### src/hdl/jtp_pkg.sv
// Notes on behaviour
// - Test port uses four pins: clock, data in, data out, mode select.
// - Every functional pin other than test pins sits in the boundary chain.
// - Controller is a sixteen-state machine advancing on test clock, steered by mode select.
// - Power-on reset forces the controller into Test-Logic-Reset.
// - Test port is ignored while the bridge runs bus cycles; code drops rising test clocks only, falling ones still update data out.
// - Test logic holds controller, instruction register, bypass and boundary registers.
// - Five-bit instruction register selects data path and pin behaviour.
// - Code 11111 and undefined codes act as bypass.
// - Code 00000 selects boundary register, drives outputs, captures inputs.
// - Code 00001 samples pins and preloads cells; pins work normally.
// - Code 00101 tri-states all outputs and selects bypass.
// - Code 00100 drives pins from boundary register, shifts bypass.
// - Code 01100 selects the 32-bit identification register.
// - Code 00010 selects internal scan; 01010 selects memory self-test path.
// - Bypass register is one bit, shortest path data in to data out.
// - Identification: version 31:28, part 27:12, maker 11:1, bit 0 one.
// - Under external test and sample, cells capture pins on rising test clock.
// - Power, ground and test pins are excluded; chain runs data in to out.
package jtp_pkg;
  localparam int IR_W  = 5;
  localparam int BSR_W = 8;
  localparam int ID_W  = 32;
  localparam logic [IR_W-1:0] INS_EXTEST   = 5'h00;
  localparam logic [IR_W-1:0] INS_SAMPLE   = 5'h01;
  localparam logic [IR_W-1:0] INS_INTSCAN  = 5'h02;
  localparam logic [IR_W-1:0] INS_CLAMP    = 5'h04;
  localparam logic [IR_W-1:0] INS_HIGHZ    = 5'h05;
  localparam logic [IR_W-1:0] INS_MEMTEST  = 5'h0A;
  localparam logic [IR_W-1:0] INS_IDCODE   = 5'h0C;
  localparam logic [IR_W-1:0] INS_BYPASS   = 5'h1F;
  localparam logic [1:0]      IR_CAPTURE   = 2'h1;
  // Identity fields are arbitrary neutral values.
  localparam logic [3:0]  ID_VERSION = 4'h1;
  localparam logic [15:0] ID_PART    = 16'h0ABC;
  localparam logic [10:0] ID_MAKER   = 11'h055;
  typedef enum {
    ST_RESET, ST_IDLE, ST_SELDR, ST_CAPDR, ST_SHDR, ST_EX1DR, ST_PAUSEDR, ST_EX2DR,
    ST_UPDDR, ST_SELIR, ST_CAPIR, ST_SHIR, ST_EX1IR, ST_PAUSEIR, ST_EX2IR, ST_UPDIR
  } jtp_state_t;
  typedef enum {SEL_BYPASS, SEL_BSR, SEL_ID, SEL_INTSCAN, SEL_MEM} jtp_path_t;
  typedef struct packed {
    logic tck;
    logic tms;
    logic tdi;
  } jtp_link_t;
  typedef struct packed {
    logic [BSR_W-1:0] value;
    logic [BSR_W-1:0] enable;
  } jtp_pins_t;
endpackage : jtp_pkg

### src/hdl/jtp_tap.sv
`timescale 1ns/1ps
`default_nettype none
module jtp_tap
  import jtp_pkg::*;
(
  // System
  input  wire logic            sys_clk,
  input  wire logic            rst_n,
  input  wire logic            busActive,
  // Test port pins
  input  wire jtp_link_t       link,
  output logic                 tdo,
  output logic                 tdoEn,
  // Functional pins (driver values core to pad, pad levels pad to core)
  input  wire jtp_pins_t       coreOut,
  input  wire logic [BSR_W-1:0] padIn,
  output jtp_pins_t            padOut,
  output logic [BSR_W-1:0]     coreIn,
  // Internal test chains
  output logic                 scanIn,
  output logic                 scanShift,
  input  wire logic            scanOut,
  output logic                 memSelftestIn,
  output logic                 memSelftestShift,
  input  wire logic            memSelftestOut
);

  // Two-flop synchronisers; only the second stage is read.
  logic [2:0] linkS1_r;
  logic [2:0] linkS2_r;
  logic       tckD_r;
  logic [BSR_W-1:0] padS1_r;
  logic [BSR_W-1:0] padS2_r;
  logic       busS1_r;
  logic       busS2_r;

  always_ff @(posedge sys_clk or negedge rst_n) begin
    if (!rst_n) begin
      linkS1_r <= 3'h0;
      linkS2_r <= 3'h0;
      tckD_r   <= 1'b0;
      padS1_r  <= '0;
      padS2_r  <= '0;
      busS1_r  <= 1'b0;
      busS2_r  <= 1'b0;
    end else begin
      linkS1_r <= {link.tck, link.tms, link.tdi};
      linkS2_r <= linkS1_r;
      tckD_r   <= linkS2_r[2];
      padS1_r  <= padIn;
      padS2_r  <= padS1_r;
      busS1_r  <= busActive;
      busS2_r  <= busS1_r;
    end
  end

  logic tms;
  logic tdi;
  logic rise;
  logic fall;
  assign tms  = linkS2_r[1];
  assign tdi  = linkS2_r[0];
  // Rising edges are ignored while bus cycles run, so the tester cannot disturb traffic.
  assign rise = linkS2_r[2] & ~tckD_r & ~busS2_r;
  assign fall = ~linkS2_r[2] & tckD_r;

  function automatic jtp_path_t decodePath(input logic [IR_W-1:0] ins);
    case (ins)
      INS_EXTEST, INS_SAMPLE: decodePath = SEL_BSR;
      INS_IDCODE:             decodePath = SEL_ID;
      INS_INTSCAN:            decodePath = SEL_INTSCAN;
      INS_MEMTEST:            decodePath = SEL_MEM;
      default:                decodePath = SEL_BYPASS;
    endcase
  endfunction : decodePath

  jtp_state_t state_r;
  jtp_state_t state_nxt;

  always_comb begin
    case (state_r)
      ST_RESET:   state_nxt = tms ? ST_RESET  : ST_IDLE;
      ST_IDLE:    state_nxt = tms ? ST_SELDR  : ST_IDLE;
      ST_SELDR:   state_nxt = tms ? ST_SELIR  : ST_CAPDR;
      ST_CAPDR:   state_nxt = tms ? ST_EX1DR  : ST_SHDR;
      ST_SHDR:    state_nxt = tms ? ST_EX1DR  : ST_SHDR;
      ST_EX1DR:   state_nxt = tms ? ST_UPDDR  : ST_PAUSEDR;
      ST_PAUSEDR: state_nxt = tms ? ST_EX2DR  : ST_PAUSEDR;
      ST_EX2DR:   state_nxt = tms ? ST_UPDDR  : ST_SHDR;
      ST_UPDDR:   state_nxt = tms ? ST_SELDR  : ST_IDLE;
      ST_SELIR:   state_nxt = tms ? ST_RESET  : ST_CAPIR;
      ST_CAPIR:   state_nxt = tms ? ST_EX1IR  : ST_SHIR;
      ST_SHIR:    state_nxt = tms ? ST_EX1IR  : ST_SHIR;
      ST_EX1IR:   state_nxt = tms ? ST_UPDIR  : ST_PAUSEIR;
      ST_PAUSEIR: state_nxt = tms ? ST_EX2IR  : ST_PAUSEIR;
      ST_EX2IR:   state_nxt = tms ? ST_UPDIR  : ST_SHIR;
      ST_UPDIR:   state_nxt = tms ? ST_SELDR  : ST_IDLE;
      default:    state_nxt = ST_RESET;
    endcase
  end

  always_ff @(posedge sys_clk or negedge rst_n) begin
    if (!rst_n) begin
      state_r <= ST_RESET;
    end else if (rise) begin
      state_r <= state_nxt;
    end
  end

  // Instruction shift and active registers.
  logic [IR_W-1:0] irShift_r;
  logic [IR_W-1:0] ir_r;
  jtp_path_t       path;
  assign path = decodePath(ir_r);

  always_ff @(posedge sys_clk or negedge rst_n) begin
    if (!rst_n) begin
      irShift_r <= '0;
      ir_r      <= INS_IDCODE;
    end else if (rise) begin
      case (state_r)
        ST_RESET: ir_r <= INS_IDCODE;
        ST_CAPIR: irShift_r <= {{(IR_W-2){1'b0}}, IR_CAPTURE};
        ST_SHIR:  irShift_r <= {tdi, irShift_r[IR_W-1:1]};
        ST_UPDIR: ir_r <= irShift_r;
        default:  ir_r <= ir_r;
      endcase
    end
  end

  // Data registers.
  logic             bypass_r;
  logic [ID_W-1:0]  idShift_r;
  logic [BSR_W-1:0] bsrShift_r;
  logic [BSR_W-1:0] bsrHold_r;
  logic [BSR_W-1:0] bsrEnShift_r;
  logic [BSR_W-1:0] bsrEnHold_r;
  logic             capture;
  logic             shiftDr;
  assign capture = rise && state_r == ST_CAPDR;
  assign shiftDr = rise && state_r == ST_SHDR;

  always_ff @(posedge sys_clk or negedge rst_n) begin
    if (!rst_n) begin
      bypass_r <= 1'b0;
    end else if (capture && path == SEL_BYPASS) begin
      bypass_r <= 1'b0;
    end else if (shiftDr && path == SEL_BYPASS) begin
      bypass_r <= tdi;
    end
  end

  always_ff @(posedge sys_clk or negedge rst_n) begin
    if (!rst_n) begin
      idShift_r <= '0;
    end else if (capture && path == SEL_ID) begin
      idShift_r <= {ID_VERSION, ID_PART, ID_MAKER, 1'b1};
    end else if (shiftDr && path == SEL_ID) begin
      idShift_r <= {tdi, idShift_r[ID_W-1:1]};
    end
  end

  // Boundary chain: enable cells then value cells, data in to data out.
  always_ff @(posedge sys_clk or negedge rst_n) begin
    if (!rst_n) begin
      bsrShift_r   <= '0;
      bsrEnShift_r <= '0;
      bsrHold_r    <= '0;
      bsrEnHold_r  <= '0;
    end else begin
      if (capture && path == SEL_BSR) begin
        // Output cells see the driver values, input cells the pads.
        bsrShift_r   <= (coreOut.enable & coreOut.value) | (~coreOut.enable & padS2_r);
        bsrEnShift_r <= coreOut.enable;
      end else if (shiftDr && path == SEL_BSR) begin
        bsrEnShift_r <= {tdi, bsrEnShift_r[BSR_W-1:1]};
        bsrShift_r   <= {bsrEnShift_r[0], bsrShift_r[BSR_W-1:1]};
      end
      if (rise && state_r == ST_UPDDR && path == SEL_BSR) begin
        bsrHold_r   <= bsrShift_r;
        bsrEnHold_r <= bsrEnShift_r;
      end
      if (rise && state_r == ST_RESET) begin
        bsrHold_r   <= '0;
        bsrEnHold_r <= '0;
      end
    end
  end

  // Pin muxing, registered so every output comes from a flip-flop.
  always_ff @(posedge sys_clk or negedge rst_n) begin
    if (!rst_n) begin
      padOut <= '0;
      coreIn <= '0;
    end else begin
      case (ir_r)
        INS_EXTEST: begin
          padOut <= '{value: bsrHold_r, enable: bsrEnHold_r};
          coreIn <= bsrHold_r;
        end
        INS_CLAMP: begin
          padOut <= '{value: bsrHold_r, enable: bsrEnHold_r};
          coreIn <= padS2_r;
        end
        INS_HIGHZ: begin
          padOut <= '{value: '0, enable: '0};
          coreIn <= padS2_r;
        end
        default: begin
          padOut <= coreOut;
          coreIn <= padS2_r;
        end
      endcase
    end
  end

  // Internal chains are clocked one bit per rising test clock during Shift-DR.
  always_ff @(posedge sys_clk or negedge rst_n) begin
    if (!rst_n) begin
      scanIn           <= 1'b0;
      scanShift        <= 1'b0;
      memSelftestIn    <= 1'b0;
      memSelftestShift <= 1'b0;
    end else begin
      scanIn           <= tdi;
      memSelftestIn    <= tdi;
      scanShift        <= shiftDr && path == SEL_INTSCAN;
      memSelftestShift <= shiftDr && path == SEL_MEM;
    end
  end

  logic serialOut;
  always_comb begin
    if (state_r == ST_SHIR) begin
      serialOut = irShift_r[0];
    end else begin
      case (path)
        SEL_BSR:     serialOut = bsrShift_r[0];
        SEL_ID:      serialOut = idShift_r[0];
        SEL_INTSCAN: serialOut = scanOut;
        SEL_MEM:     serialOut = memSelftestOut;
        default:     serialOut = bypass_r;
      endcase
    end
  end

  // Updated on the falling edge so the tester samples a settled value.
  always_ff @(posedge sys_clk or negedge rst_n) begin
    if (!rst_n) begin
      tdo   <= 1'b0;
      tdoEn <= 1'b0;
    end else if (fall) begin
      tdo   <= serialOut;
      tdoEn <= state_r == ST_SHIR || state_r == ST_SHDR;
    end
  end

endmodule : jtp_tap
`default_nettype wire

### config.mk
export PLATFORM = sky130hd
export DESIGN_NAME = jtp_tap
export DESIGN_NICKNAME = d
export VERILOG_FILES = /design/src/hdl/jtp_pkg.sv /design/src/hdl/jtp_tap.sv
export SDC_FILE = /design/constraint.sdc
export NUM_CORES = 1
export LEC_CHECK = 0
export ABC_AREA = 1
export BUFFER_PORTS_ARGS = -buffer_cell sky130_fd_sc_hd__buf_4
export CAP_MARGIN = 10
export CORE_MARGIN = 3
export CORE_UTILIZATION = 30
export DETAILED_ROUTE_END_ITERATION = 8
export GPL_TIMING_DRIVEN = 0
export PLACE_DENSITY = 0.5
export SKIP_CTS_REPAIR_TIMING = 1
export SLEW_MARGIN = 40
export SYNTH_ARGS = -nofsm -noshare
export SYNTH_HDL_FRONTEND = slang
export SYNTH_SLANG_ARGS = --single-unit
### constraint.sdc
create_clock -name sys_clk -period 1.5 [get_ports sys_clk]
set_input_delay 0.225 -clock sys_clk [delete_from_list [all_inputs] [get_ports sys_clk]]
set_output_delay 0.225 -clock sys_clk [all_outputs]
set_load 0.05 [all_outputs]
==> flow_metrics.tcl <==
set metrics [dict create \
    cts_tree "yes" \
    die_w_um 140 \
    grt_pass1_wl_um 20900 \
    hold_viol 0 \
    power_density_nw_per_um2 1760 \
    holdPathStages 3 \
    syn_area_um2 5380 \
    wire_per_inst_um 15.6 \
    drtIter0Drc 306 \
    leakage_nw 3.67 \
    fin_crit_sh 1.13 \
    fin_nets 723 \
    finalSetupViolCount 66 \
    grt_max_degree 77 \
    path_clk_slew_ns 0.05 \
    timing.max_cap.violations 0 \
    grt.total_usage 0.137 \
    syn2layout_area_growth_pct 43.3 \
    vias 4431 \
    cts_max_level 4 \
    synthArstFlopShare 1.00 \
    slew_headroom 0.705 \
    dp_cells 836 \
    critical_path_required_ns 1.81 \
    final_layout_size_suffix_gt1_frac 0.342 \
    grt_pass1_vias 4040 \
    r2r_cells 9 \
    rsz0062_at_grt "true" \
    synth_edf_count 0 \
    fillCellCount 1683 \
    via_per_inst 4.79 \
    antenna_cells 0 \
    drt_first_pass_iters 5 \
    route.detailed.drc 0 \
    setup_slack_ns -0.194 \
    clockRootBuffer "clkbuf_16" \
    ys_seq_area_frac 0.620 \
    place_hpwl_um 8970 \
    maxSlewViolCount 0 \
    whs_ns 0.0572 \
    layout_commonest_cell "dfrtp_1" \
    dieHeight_um 140 \
    clk_path_buf_depth 2 \
    antenna_found_initial 0 \
    worst_slew_pin_slew_ns 0.443 \
    worstPathArrival_ns 2.00 \
    crit_fanout 10 \
    cts_sinks 133 \
    skew_ns 0.0168 \
    peakVddDrop_mv 0.973 \
    critPathCaptureType "register" \
    core_region_area_um2 17400 \
    period_needed_ns 1.69 \
    routed_wl_um 14400 \
    grt_overflow 0 \
    hp-class "input pin to register" \
    ys.flop_type "dfrtp_1" \
    antenna_left 0 \
    cts_buffers 17 \
    numPortBuffers 61 \
    syn_nets 581 \
    power.total_mw 13.5 \
    layout_common_cells "dfrtp_1, buf_4, inv_1" \
    rows 48 \
    violations "setup timing" \
    die-area_um2 19600 \
    cp-start-kind "register" \
    fmax_mhz 590 \
    place_congestion 0.817 \
    synth-seq-cells 133 \
    dp_slack_ns -0.550 \
    syn-instance-count 549 \
    boundaryPins 62 \
    yosysUniqueCellTypes 38 \
    clk_latency_ns 0.42 \
    synth.avg_cell_area_um2 9.79 \
    layout.cells.non_filler 926 \
    initial_utilization 0.309 \
    outcome "finished, violations left" \
    crit_type "register to register" \
    yosys_warnings 0 \
]
==> power breakdown <==
part / switching (mW) / leakage (nW) / internal (mW) / total (mW)
clock network: 1.41 / 0.252 / 2.20 / 3.61
logic: 3.34 / 1.76 / 1.80 / 5.14
registers: 0.424 / 1.66 / 4.38 / 4.80
total: 5.17 / 3.67 / 8.38 / 13.5
==> cell type report <==
class / count / area (um^2) / share of cell area
clock inverters: 5 / 27.5 / 0.00357
multi-input cells: 314 / 1960 / 0.254
repair inverters: 2 / 15.0 / 0.00195
plain buffers: 18 / 220 / 0.0286
flip-flops and latches: 133 / 3330 / 0.433
clock buffers: 24 / 482 / 0.0626
inverters: 85 / 349 / 0.0453
repair buffers: 120 / 1040 / 0.135
well taps: 225 / 282 / 0.0366
==> cells in the mapped netlist, types with 2 or more instances <==
library cell | number | area [um^2]
dfrtp_1 | 131 | 3280
inv_1 | 79 | 297
nand2_1 | 79 | 297
o21ai_0 | 60 | 300
nor2_1 | 46 | 173
nand3_1 | 31 | 155
o22ai_1 | 31 | 194
a21oi_1 | 16 | 80.1
buf_2 | 10 | 50.1
o211ai_1 | 8 | 60.1
nor2_4 | 5 | 56.3
buf_4 | 4 | 30.0
inv_2 | 4 | 15.0
nand4_1 | 4 | 25.0
o22a_1 | 4 | 35.0
nand2_2 | 3 | 18.8
nor2_2 | 3 | 18.8
o21ai_1 | 3 | 15.0
a22oi_1 | 2 | 15.0
a31oi_1 | 2 | 12.5
buf_6 | 2 | 22.5
dfstp_2 | 2 | 52.6
mux2_2 | 2 | 22.5
nand2_4 | 2 | 22.5
nand3_2 | 2 | 20.0
nor3_1 | 2 | 10.0
==> state kept, by name, summed over array words and instances, names as in the netlist, 3 cells and up <==
register	flops
bsrHold_r	8
ir_r	5
padOut	16
state_r	4
bsrShift_r	8
linkS1_r	3
bsrEnShift_r	8
coreIn	8
padS1_r	8
bsrEnHold_r	8
idShift_r	32
irShift_r	5
linkS2_r	3
padS2_r	8
==> layer usage <==
| metal | vias to the layer above | share of wire | track usage |
|---|---|---|---|
| li1 | 2101 | - | - |
| met1 | 2170 | 0.44 | 0.183 |
| met2 | 142 | 0.49 | 0.211 |
| met3 | 18 | 0.059 | 0.0464 |
| met4 | 0 | 0.0094 | 0.0433 |
| met5 | - | 0 | 0 |
==> critical path: stages, from the launching register on <==
cell,delay [ns]
dfrtp_1,0.37
buf_6,0.13
nor2_4,0.16
nand3_4,0.11
nor2_4,0.16
nor2_4,0.08
nor2_8,0.17
nand2_8,0.11
buf_8,0.15
o22a_1,0.15
==> kinds of logic after synthesis <==
| kind of cell | synth area share |
|---|---|
| and+or+nand+nor | 0.157 |
| AOI/OAI and AO/OA | 0.139 |
| buffers and inverters | 0.0803 |
| DFF | 0.620 |
| muxes | 0.00419 |
==> path summary, 6_finish.rpt <==
path / from / to / slack (ns)
hold / removal: coreOut[9] / padOut[9] / 0.06
min in group asynchronous: rst_n / padOut[6] / 0.32
setup reg to reg: state_r[0] / idShift_r[16] / -0.19
setup / recovery: state_r[0] / idShift_r[16] / -0.19
max in group asynchronous: rst_n / idShift_r[15] / 0.43
hold reg to reg: padS1_r[1] / padS2_r[1] / 0.35
==> stage by stage <==
stage / instance area (um^2) / setup TNS (ns) / utilization
after floorplan: 5410 / -0.335 / -
after global placement: 6150 / -64.81 / 0.353
after detailed placement: 6180 / -28.26 / 0.355
after CTS: 6690 / -29.82 / 0.384
after global routing: 7700 / -14.63 / 0.442
final: 7700 / -8.19 / 0.442
No activity file was read; power rests on OpenSTA's default activity.
